==> src/verilog/hbe_cfg.svh <==
/*
  Register map, field positions, reset values and bus codes of the hardware
  break event unit. Assumes inclusion by bare name from the design files.
*/
`ifndef HBE_CFG_SVH
`define HBE_CFG_SVH

// ==========================================================
// Register byte offsets (Wishbone, one word per register)
`define HBE_OFF_CTRL 8'h00
`define HBE_OFF_STAT 8'h04
`define HBE_OFF_IRQ_STAT 8'h08
`define HBE_OFF_IRQ_CLR 8'h0C
`define HBE_OFF_IRQ_EN 8'h10
`define HBE_OFF_BRK_STATE 8'h14
`define HBE_BASE_SEQ 8'h20
`define HBE_BASE_EVT 8'h40
`define HBE_BASE_ACOND 8'h80
`define HBE_BASE_DCOND 8'hC0

// ==========================================================
// Control fields
`define HBE_CTRL_EN 0
`define HBE_CTRL_ARM 1
`define HBE_CTRL_MODE 2
`define HBE_CTRL_RST 3'h0

// ==========================================================
// Event config fields: type [2:0], direction [4:3], pass [15:8]
`define HBE_EVT_DIR 3
`define HBE_EVT_PASS 8
`define HBE_PASS_RST 8'h01
`define HBE_DIR_RD 0
`define HBE_DIR_WR 1

// ==========================================================
// Target bus-unit status codes on i_bus_kind
`define HBE_KIND_FETCH 3'h1
`define HBE_KIND_DATA 3'h2
`define HBE_KIND_BIT 3'h3
`define HBE_KIND_INTACK 3'h4

// ==========================================================
// Interrupt status bits
`define HBE_IRQ_BREAK 0
`define HBE_IRQ_EVENT 1

`endif

==> src/verilog/hbe_pkg.sv <==
/*
  Types of the hardware break event unit: combiner modes and event types.
  Assumes register fields carry these values in declaration order.
*/
package hbe_pkg;
  // Combiner mode, field CTRL[3:2]
  typedef enum logic [1:0] {HBE_AND, HBE_SAME, HBE_OR, HBE_STATE} hbe_mode_t;
  // Event type, field EVT_CFG[2:0]
  typedef enum logic [2:0] {HBE_EV_OFF, HBE_EV_FETCH, HBE_EV_DATA, HBE_EV_BIT, HBE_EV_INTR,
                            HBE_EV_TRIG} hbe_evtype_t;
endpackage

==> src/verilog/hbe_break_unit.sv <==
/*
  Hardware break event unit: per-event detectors with address, data and
  direction qualifiers and pass counters, a combiner and a halt request.
  Assumes target bus signals are on i_sys_clk; the trigger pin is async.
*/
`timescale 1ns/1ps
`include "hbe_cfg.svh"

// Overview of operation
// - Halt only after the breakpoint instruction completes
// - No break events while break disabled
// - Fetch event fires on matching prefetch address
// - Data event checks address, data, direction
// - Bit, interrupt and trigger event types
// - Eight address conditions, single or range
// - Eight data conditions, single or range
// - Direction: read, write, or either
// - AND: all enabled events seen, any order
// - Same-time AND: all in one cycle
// - OR: any enabled event breaks
// - State mode: sequencer reaches break state
// - Pass count 1..255 before event satisfied
// - Same-time AND forces pass count one
// - Bus-cycle match only while valid-cycle indicator low; trigger and interrupt completion ungated
module hbe_break_unit #(
  parameter int AW = 20,
  parameter int DW = 16,
  parameter int NEV = 4,
  parameter int NCOND = 8
) (
  // Clock, reset, enable
  input wire logic i_sys_clk,
  input wire logic i_rst,
  input wire logic i_clk_en,
  // Wishbone classic slave
  input wire logic i_wb_cyc,
  input wire logic i_wb_stb,
  input wire logic i_wb_we,
  input wire logic [7:0] i_wb_adr,
  input wire logic [31:0] i_wb_dat,
  input wire logic [3:0] i_wb_sel,
  output logic [31:0] o_wb_dat,
  output logic o_wb_ack,
  // Target bus cycle
  input wire logic i_valid_cycle_n,
  input wire logic [2:0] i_bus_kind,
  input wire logic [AW-1:0] i_tgt_addr,
  input wire logic [DW-1:0] i_tgt_data,
  input wire logic i_tgt_we,
  input wire logic i_int_done,
  input wire logic i_insn_done,
  input wire logic i_run_start,
  input wire logic i_external_trigger_in,
  // Break and interrupt
  output logic o_halt_req,
  output logic o_irq
);

  // ==========================================================
  // Helpers
  // Inclusive range compare; single value when lo equals hi
  function automatic logic in_range(input logic [31:0] v, input logic [31:0] lo, input logic [31:0] hi);
    in_range = (v >= lo) && (v <= hi);
  endfunction

  // Byte-lane merge of a write into a register word
  function automatic logic [31:0] merge(input logic [31:0] old, input logic [31:0] dat, input logic [3:0] sel);
    for (int b = 0; b < 4; b++) begin
      merge[b*8 +: 8] = sel[b] ? dat[b*8 +: 8] : old[b*8 +: 8];
    end
  endfunction

  // ==========================================================
  // Register state
  logic en; // Break function enable
  logic [1:0] mode_bits; // Combiner mode field
  logic [31:0] evcfg [NEV]; // Type, direction, pass count
  logic [15:0] evsel [NEV]; // Address mask [7:0], data mask [15:8]
  logic [7:0] seqw [4]; // Sequencer: event mask [3:0], next state [5:4]
  logic [31:0] alo [NCOND], ahi [NCOND]; // Address conditions
  logic [31:0] dlo [NCOND], dhi [NCOND]; // Data conditions
  logic [1:0] brk_state; // Sequencer break state
  logic [1:0] irq_stat, irq_en; // Sticky events and their enables
  logic [31:0] next_evcfg [NEV];
  logic [15:0] next_evsel [NEV];
  logic [7:0] next_seqw [4];
  logic [31:0] next_alo [NCOND], next_ahi [NCOND], next_dlo [NCOND], next_dhi [NCOND];
  logic next_en, next_ack;
  logic [1:0] next_mode, next_brk, next_irq_stat, next_irq_en;
  logic [31:0] next_rdata;
  logic wr, arm, halt_rise, any_fire;
  hbe_pkg::hbe_mode_t mode;
  // Break state is declared here because the status read mux shows it
  logic armed, pending, next_armed, next_pending, next_halt, hit;
  logic [1:0] seq, next_seq; // Sequencer state
  logic [3:0] seq_step; // Events that advance the current state
  logic [NEV-1:0] sat, next_sat; // Events that reached their pass count

  assign mode = hbe_pkg::hbe_mode_t'(mode_bits);
  // Write lands on the edge where the master samples ack
  assign wr = i_wb_cyc & i_wb_stb & i_wb_we & o_wb_ack;
  assign arm = wr & (i_wb_adr == `HBE_OFF_CTRL) & i_wb_sel[0] & i_wb_dat[`HBE_CTRL_ARM];
  assign o_irq = |(irq_stat & irq_en);

  // ==========================================================
  // Bus decode, register writes, read mux, interrupt flags
  always_comb begin
    next_en = en;
    next_mode = mode_bits;
    next_brk = brk_state;
    next_irq_en = irq_en;
    next_evcfg = evcfg;
    next_evsel = evsel;
    next_seqw = seqw;
    next_alo = alo;
    next_ahi = ahi;
    next_dlo = dlo;
    next_dhi = dhi;
    next_ack = i_wb_cyc & i_wb_stb & ~o_wb_ack;
    next_rdata = 32'h0000_0000;
    // Set wins over a clear landing in the same cycle
    next_irq_stat = irq_stat;
    if (wr && i_wb_adr == `HBE_OFF_IRQ_CLR && i_wb_sel[0]) begin
      next_irq_stat = irq_stat & ~i_wb_dat[1:0];
    end
    if (halt_rise) begin
      next_irq_stat[`HBE_IRQ_BREAK] = 1'b1;
    end
    if (any_fire) begin
      next_irq_stat[`HBE_IRQ_EVENT] = 1'b1;
    end
    if (wr) begin
      unique case (i_wb_adr)
        `HBE_OFF_CTRL: begin
          if (i_wb_sel[0]) begin
            next_en = i_wb_dat[`HBE_CTRL_EN];
            next_mode = i_wb_dat[`HBE_CTRL_MODE +: 2];
          end
        end
        `HBE_OFF_IRQ_EN: next_irq_en = i_wb_sel[0] ? i_wb_dat[1:0] : irq_en;
        `HBE_OFF_BRK_STATE: next_brk = i_wb_sel[0] ? i_wb_dat[1:0] : brk_state;
        default: begin
          for (int s = 0; s < 4; s++) begin
            if (i_wb_adr == `HBE_BASE_SEQ + 8'(4 * s) && i_wb_sel[0]) begin
              next_seqw[s] = i_wb_dat[7:0];
            end
          end
          for (int e = 0; e < NEV; e++) begin
            if (i_wb_adr == `HBE_BASE_EVT + 8'(8 * e)) begin
              next_evcfg[e] = merge(evcfg[e], i_wb_dat, i_wb_sel);
            end
            if (i_wb_adr == `HBE_BASE_EVT + 8'(8 * e + 4)) begin
              next_evsel[e] = 16'(merge({16'h0000, evsel[e]}, i_wb_dat, i_wb_sel));
            end
          end
          for (int c = 0; c < NCOND; c++) begin
            if (i_wb_adr == `HBE_BASE_ACOND + 8'(8 * c)) next_alo[c] = merge(alo[c], i_wb_dat, i_wb_sel);
            if (i_wb_adr == `HBE_BASE_ACOND + 8'(8 * c + 4)) next_ahi[c] = merge(ahi[c], i_wb_dat, i_wb_sel);
            if (i_wb_adr == `HBE_BASE_DCOND + 8'(8 * c)) next_dlo[c] = merge(dlo[c], i_wb_dat, i_wb_sel);
            if (i_wb_adr == `HBE_BASE_DCOND + 8'(8 * c + 4)) next_dhi[c] = merge(dhi[c], i_wb_dat, i_wb_sel);
          end
        end
      endcase
    end
    // Read mux; unmapped and write-only words read as zero
    unique case (i_wb_adr)
      `HBE_OFF_CTRL: next_rdata = {28'h0000000, mode_bits, 1'b0, en};
      `HBE_OFF_STAT: next_rdata = {23'h000000, 4'(sat), 2'(seq), armed, pending, o_halt_req};
      `HBE_OFF_IRQ_STAT: next_rdata = {30'h00000000, irq_stat};
      `HBE_OFF_IRQ_EN: next_rdata = {30'h00000000, irq_en};
      `HBE_OFF_BRK_STATE: next_rdata = {30'h00000000, brk_state};
      default: begin
        for (int s = 0; s < 4; s++) begin
          if (i_wb_adr == `HBE_BASE_SEQ + 8'(4 * s)) next_rdata = {24'h000000, seqw[s]};
        end
        for (int e = 0; e < NEV; e++) begin
          if (i_wb_adr == `HBE_BASE_EVT + 8'(8 * e)) next_rdata = evcfg[e];
          if (i_wb_adr == `HBE_BASE_EVT + 8'(8 * e + 4)) next_rdata = {16'h0000, evsel[e]};
        end
        for (int c = 0; c < NCOND; c++) begin
          if (i_wb_adr == `HBE_BASE_ACOND + 8'(8 * c)) next_rdata = alo[c];
          if (i_wb_adr == `HBE_BASE_ACOND + 8'(8 * c + 4)) next_rdata = ahi[c];
          if (i_wb_adr == `HBE_BASE_DCOND + 8'(8 * c)) next_rdata = dlo[c];
          if (i_wb_adr == `HBE_BASE_DCOND + 8'(8 * c + 4)) next_rdata = dhi[c];
        end
      end
    endcase
  end

  // Register group flops
  always_ff @(posedge i_sys_clk or posedge i_rst) begin
    if (i_rst) begin
      en <= 1'b0;
      mode_bits <= 2'h0;
      brk_state <= 2'h0;
      irq_stat <= 2'h0;
      irq_en <= 2'h0;
      o_wb_ack <= 1'b0;
      o_wb_dat <= 32'h0000_0000;
      for (int e = 0; e < NEV; e++) begin
        evcfg[e] <= {16'h0000, `HBE_PASS_RST, 8'h00};
        evsel[e] <= 16'h0000;
      end
      for (int s = 0; s < 4; s++) seqw[s] <= 8'h00;
      for (int c = 0; c < NCOND; c++) begin
        alo[c] <= 32'h0000_0000;
        ahi[c] <= 32'h0000_0000;
        dlo[c] <= 32'h0000_0000;
        dhi[c] <= 32'h0000_0000;
      end
    end else if (i_clk_en) begin
      en <= next_en;
      mode_bits <= next_mode;
      brk_state <= next_brk;
      irq_stat <= next_irq_stat;
      irq_en <= next_irq_en;
      o_wb_ack <= next_ack;
      o_wb_dat <= next_rdata;
      evcfg <= next_evcfg;
      evsel <= next_evsel;
      seqw <= next_seqw;
      alo <= next_alo;
      ahi <= next_ahi;
      dlo <= next_dlo;
      dhi <= next_dhi;
    end
  end

  // ==========================================================
  // Trigger pin synchroniser; the second and third stages feed the edge detector
  logic trig_s1, trig_s2, trig_s3, trig_rise;
  always_ff @(posedge i_sys_clk or posedge i_rst) begin
    if (i_rst) begin
      {trig_s1, trig_s2, trig_s3} <= 3'h0;
    end else if (i_clk_en) begin
      {trig_s1, trig_s2, trig_s3} <= {i_external_trigger_in, trig_s1, trig_s2};
    end
  end
  assign trig_rise = trig_s2 & ~trig_s3;

  // ==========================================================
  // Condition comparators and per-event detectors
  logic valid; // Address, data and bus status meaningful
  logic [NCOND-1:0] ahit, dhit;
  logic [NEV-1:0] evon, match, fire;
  logic [7:0] cnt [NEV], next_cnt [NEV];
  assign valid = ~i_valid_cycle_n;

  genvar gc, ge;
  generate
    for (gc = 0; gc < NCOND; gc++) begin : g_cond
      assign ahit[gc] = in_range(32'(i_tgt_addr), alo[gc], ahi[gc]);
      assign dhit[gc] = in_range(32'(i_tgt_data), dlo[gc], dhi[gc]);
    end
    for (ge = 0; ge < NEV; ge++) begin : g_evt
      hbe_pkg::hbe_evtype_t ty;
      logic amatch, dmatch, dir_ok;
      assign ty = hbe_pkg::hbe_evtype_t'(evcfg[ge][2:0]);
      assign evon[ge] = (ty != hbe_pkg::HBE_EV_OFF);
      assign amatch = |(evsel[ge][7:0] & ahit);
      // No data conditions selected means any data value
      assign dmatch = ~|evsel[ge][15:8] | |(evsel[ge][15:8] & dhit);
      assign dir_ok = i_tgt_we ? evcfg[ge][`HBE_EVT_DIR + `HBE_DIR_WR]
                               : evcfg[ge][`HBE_EVT_DIR + `HBE_DIR_RD];
      always_comb begin
        unique case (ty)
          hbe_pkg::HBE_EV_FETCH: match[ge] = valid & (i_bus_kind == `HBE_KIND_FETCH) & amatch;
          hbe_pkg::HBE_EV_DATA: match[ge] = valid & (i_bus_kind == `HBE_KIND_DATA) & amatch
                                            & dmatch & dir_ok;
          hbe_pkg::HBE_EV_BIT: match[ge] = valid & (i_bus_kind == `HBE_KIND_BIT) & amatch & dir_ok;
          // Direction bits reused: bit 3 occurrence, bit 4 completion
          hbe_pkg::HBE_EV_INTR: match[ge] = (evcfg[ge][`HBE_EVT_DIR] & valid
                                             & (i_bus_kind == `HBE_KIND_INTACK))
                                            | (evcfg[ge][`HBE_EVT_DIR + 1] & i_int_done);
          hbe_pkg::HBE_EV_TRIG: match[ge] = trig_rise;
          default: match[ge] = 1'b0;
        endcase
      end
      // Final pass of the count; a zero count behaves as one
      assign fire[ge] = en & armed & match[ge] & ~sat[ge] & (cnt[ge] <= 8'h01);
    end
  endgenerate
  assign any_fire = |fire;

  // ==========================================================
  // Pass counters, sequencer and halt request

  always_comb begin
    next_cnt = cnt;
    next_sat = sat;
    next_seq = seq;
    next_armed = armed;
    next_pending = pending;
    next_halt = o_halt_req;
    seq_step = seqw[seq][3:0];
    if (arm || i_run_start) begin
      // Reload counters and restart the sequence
      for (int e = 0; e < NEV; e++) next_cnt[e] = evcfg[e][`HBE_EVT_PASS +: 8];
      next_sat = '0;
      next_seq = 2'h0;
    end else begin
      for (int e = 0; e < NEV; e++) begin
        if (en && armed && match[e] && !sat[e] && cnt[e] > 8'h01) begin
          next_cnt[e] = cnt[e] - 8'h01;
        end else if (fire[e] && mode == hbe_pkg::HBE_STATE) begin
          next_cnt[e] = evcfg[e][`HBE_EVT_PASS +: 8];
        end else if (fire[e]) begin
          next_sat[e] = 1'b1;
        end
      end
      if (mode == hbe_pkg::HBE_STATE && |(seq_step[NEV-1:0] & fire)) begin
        next_seq = seqw[seq][5:4];
      end
    end
    unique case (mode)
      hbe_pkg::HBE_AND: hit = |evon & &(sat | ~evon);
      hbe_pkg::HBE_SAME: hit = |evon & &(match | ~evon);
      hbe_pkg::HBE_OR: hit = |(sat & evon);
      hbe_pkg::HBE_STATE: hit = (next_seq != seq) & (next_seq == brk_state);
    endcase
    hit = hit & en & armed & ~arm;
    if (hit) begin
      next_pending = 1'b1;
      next_armed = 1'b0;
    end
    // Wait for the breakpoint instruction to finish
    if (pending && i_insn_done && en) begin
      next_halt = 1'b1;
      next_pending = 1'b0;
    end
    if (!en) begin
      next_pending = 1'b0;
    end
    if (arm) begin
      next_halt = 1'b0;
      next_pending = 1'b0;
      next_armed = 1'b1;
    end
  end
  assign halt_rise = next_halt & ~o_halt_req;

  // Break group flops
  always_ff @(posedge i_sys_clk or posedge i_rst) begin
    if (i_rst) begin
      for (int e = 0; e < NEV; e++) cnt[e] <= `HBE_PASS_RST;
      sat <= '0;
      seq <= 2'h0;
      armed <= 1'b0;
      pending <= 1'b0;
      o_halt_req <= 1'b0;
    end else if (i_clk_en) begin
      cnt <= next_cnt;
      sat <= next_sat;
      seq <= next_seq;
      armed <= next_armed;
      pending <= next_pending;
      o_halt_req <= next_halt;
    end
  end
endmodule

==> config.mk <==
export PLATFORM = sky130hd
export DESIGN_NAME = hbe_break_unit
export DESIGN_NICKNAME = d
export VERILOG_FILES = /design/src/verilog/hbe_pkg.sv /design/src/verilog/hbe_break_unit.sv
export VERILOG_INCLUDE_DIRS = /design/src /design/src/verilog
export SDC_FILE = /design/constraint.sdc
export NUM_CORES = 2
export LEC_CHECK = 0
export ABC_AREA = 1
export BUFFER_PORTS_ARGS = -buffer_cell sky130_fd_sc_hd__buf_2
export CAP_MARGIN = 5
export CORE_UTILIZATION = 55
export DETAILED_ROUTE_END_ITERATION = 8
export GPL_TIMING_DRIVEN = 0
export PLACE_DENSITY = 0.82
export SYNTH_ARGS = -nofsm -noshare
export SYNTH_HDL_FRONTEND = slang
export SYNTH_SLANG_ARGS = --single-unit
==> constraint.sdc <==
create_clock -name i_sys_clk -period 69.3 [get_ports i_sys_clk]
set_clock_uncertainty 0.15 [all_clocks]
set_input_delay 13.86 -clock i_sys_clk [delete_from_list [all_inputs] [get_ports i_sys_clk]]
set_output_delay 13.86 -clock i_sys_clk [all_outputs]
set_load 0.02 [all_outputs]
==> impl_metrics.py <==
metrics = {
    "run_status": {
        "outcome": "finished, violations left",
        "violations": "max-capacitance violations, max-slew violations",
    },
    "timing": {
        "timing.fmax_ghz": 0.05105,
        "finalSetupViolCount": 0,
        "fin_crit_ps": 19590,
        "worst_slew_pin_slew_ps": 1607,
        "slew_viol_final": 140,
        "setup_tns_ps": 0,
        "slew_headroom": -0.07110,
        "hold_violations": 0,
        "rsz0062_at_grt": "false",
        "post-route-period-util": 0.2827,
    },
    "clock_tree": {
        "cts_root_buf": "clkbuf_16",
        "cts_buffers": 150,
        "clkLatencyLatePin_ps": 870,
        "cts_max_level": 4,
        "post_cts_resized": 0,
        "cts_tree": "done",
        "cts.sinks": 1334,
        "path_clk_slew_ps": 60,
        "postCtsSetupBuffers": 0,
        "hold_buffers": 0,
        "clock_path_buffers": 3,
    },
    "worst_setup_path": {
        "path_class": "in -> reg",
        "required_ps": 69880,
        "reg2reg_depth": 29,
        "endpoint_kind": "flop",
        "r2r_end": "armed",
        "startpoint": "i_wb_adr[0]",
        "crit_arrival_ps": 20170,
        "r2r_slack_ps": 63700,
        "start_kind": "input pin",
        "cp_max_fo": 10,
        "cp-endpoint": "o_wb_dat[14]",
        "r2r_start": "alo[195]",
    },
    "global_route": {
        "overflow": 0,
        "grt_pass1_vias": 72610,
        "grt_pass1_wl_mm": 519.7,
        "grt_util_all_layers": 0.5275,
        "grt_max_degree": 138,
        "antenna_found_initial": 46,
    },
    "logic_synthesis": {
        "synth_cell_types": 69,
        "yosysSeqAreaShare": 0.4371,
        "synth_edf_count": 0,
        "syn-num-nets": 10670,
        "yosysWarningCount": 0,
        "synth_cells": 9986,
        "syn_area_um2": 76390,
        "synthTopCellsByArea": "dfrtp_1, nand2_1, o21ai_0",
        "async_reset_ff_frac": 1.000,
        "ys_ff_latch": 1334,
        "yosysTopAreaCell": "dfrtp_1",
        "synth.top_cell.area_share": 0.4344,
        "ys.flop_type": "dfrtp_1",
        "syn_area_per_cell_um2": 7.650,
    },
    "die": {
        "die-area_um2": 140400,
        "die-width_um": 374.7,
        "num_io_pins": 130,
        "core_um2": 137700,
        "rows": 136,
        "fp.dieH_um": 374.7,
        "start_util": 0.5549,
    },
    "detailed_routing": {
        "num_vias": 79270,
        "wire_per_inst_um": 30.65,
        "routed_via_density": 6.467,
        "ant_nets": 0,
        "finalWirelength_mm": 375.7,
        "drt_iter0_markers": 12630,
        "firstDrtPassIters": 9,
        "drcViolationCount": 0,
    },
    "cells_and_area": {
        "post-route-util": 0.6218,
        "mostFrequentLayoutCells": "nand2_1, o21ai_0, dfrtp_1",
        "area_growth_pct": 12.06,
        "final_common_cell": "nand2_1",
        "regArea_um2": 33390,
        "num-fill-cells": 12440,
        "fin_cells": 12260,
        "multiInputGateArea_um2": 37280,
        "layout-drive-gt1-share": 0.05676,
        "fin_nets": 10990,
    },
    "place": {
        "dp_hpwl_mm": 278.4,
        "gp_congestion": 1.080,
        "dp.cells": 11940,
        "portBuffers": 128,
    },
    "pwr": {
        "sw_frac_of_total": 0.2760,
        "pwr_density_cell_nw_per_um2": 21.29,
        "p_switching_uw": 502.9,
        "ir_worst_vdd_v": 0.00002209,
        "seq_power_share": 0.431,
        "p_int_mw": 1.319,
        "p_leak_nw": 38.45,
        "power.share.clock": 0.479,
        "combPwrFrac": 0.090,
    },
    "hold_path": {
        "worstHoldPathType": "reg -> reg",
    },
    "job": {
        "cap_viol_max_count": 16,
    },
}
-- cell usage after synthesis, drive strengths merged, types with 10 or more instances --
cell type,instances
ha,584
a21boi,11
o22ai,29
a21oi,453
o2111ai,20
a211oi,10
clkbuf,392
nand2,2990
or2,40
dfrtp,1326
nand4,302
nand3,263
o211ai,29
nor3,75
inv,1079
nor2,533
buf,40
o21ai,1496
xor2,12
a31oi,24
o21a,21
nor4,121
a221oi,22
o21bai,10
-- how the worst min path moves through the flow --
stage | start | endpoint | slack, ps | cells past startpoint
after detailed placement | o_wb_dat[31] | o_wb_dat[31] | 310 | 2
after CTS | o_wb_dat[21] | o_wb_dat[21] | 330 | 2
after global routing | o_wb_dat[19] | o_wb_dat[19] | 340 | 2
final | o_wb_dat[19] | o_wb_dat[19] | 330 | 2
after floorplan | evcfg[37] | evcfg[37] | 300 | 2
after global placement | o_wb_dat[17] | o_wb_dat[17] | 310 | 2
-- state kept, by name (all words and copies together) (netlist names), 2 cells and up --
register,count
ahi,256
alo,256
dhi,256
dlo,256
evcfg,128
evsel,64
cnt,32
o_wb_dat,32
seqw,32
sat,4
brk_state,2
irq_en,2
irq_stat,2
mode,2
seq,2
-- critical path, stage by stage --
cell,delay [ps]
buf_2,70
inv_1,30
nand2_2,110
nor2_1,50
nand2_1,290
buf_2,770
nor2_2,370
inv_2,420
clkbuf_1,800
nor2_1,100
nor3_1,400
nand4_1,150
nor2_1,280
nand4_1,180
nor2_1,580
nand4_1,420
nand2_1,200
nand3_1,130
nand2_1,90
nand3_1,90
nand2_1,100
nand4_1,110
nor2_1,110
nand3_1,70
nand2_1,240
nand2_1,90
-- stage by stage --
stage                     setup slack (ps)  instance area (um^2)  total power [mW]  hold WS, ps
after detailed placement             49530                 80030            0.9525        314.1
after global routing                 49780                 85540             1.852        342.1
after CTS                            50340                 85410             1.804        330.4
after floorplan                      17700                 76390            0.8710        302.3
final                                49710                 85600             1.822        331.2
after global placement                3416                 79280            0.9475        309.0
-- layout make-up --
| class | count | share of cell area |
|---|---|---|
| Clock inverter | 60 | 0.01234 |
| Buffer | 432 | 0.02020 |
| Multi-Input combinational cell | 7137 | 0.4355 |
| Clock buffer | 214 | 0.05051 |
| Sequential cell | 1334 | 0.3901 |
| Timing Repair Buffer | 169 | 0.01657 |
| Antenna cell | 35 | 0.001023 |
| Inverter | 1083 | 0.04758 |
| Tap cell | 1794 | 0.02622 |
-- layer usage --
layer | part of all wire | routed length, um | vias to the layer above | global-route usage
met4 | 0.10 | 37510 | 26 | 0.4365
met2 | 0.40 | 149400 | 6106 | 0.7249
met5 | 0.00045 | 170 | - | 0
li1 | - | - | 33810 | -
met1 | 0.35 | 133300 | 37680 | 0.6526
met3 | 0.15 | 55350 | 1650 | 0.2037
-- cells by family (layout without fill, tap and decap cells) --
kind of cell | after synthesis | in the layout | share of synthesized area
other cells | 0 | 35 | 0
compound gates | 2170 | 2170 | 0.1511
flops | 1334 | 1334 | 0.4371
simple gates | 4362 | 4362 | 0.2384
fa+ha+maj | 584 | 584 | 0.09565
mux | 4 | 4 | 0.0005241
buf+inv | 1515 | 1958 | 0.07529
xor+xnor | 17 | 17 | 0.001949
-- power by group through the flow --
stage                     clock network [mW]  registers, mW  logic, mW
final                                  0.873          0.786      0.163
after floorplan                            0          0.802     0.0693
after CTS                              0.865          0.786      0.154
after global placement                     0          0.803      0.145
after global routing                   0.898          0.786      0.168
after detailed placement                   0          0.800      0.153
Power figures use the tool's default switching activity.
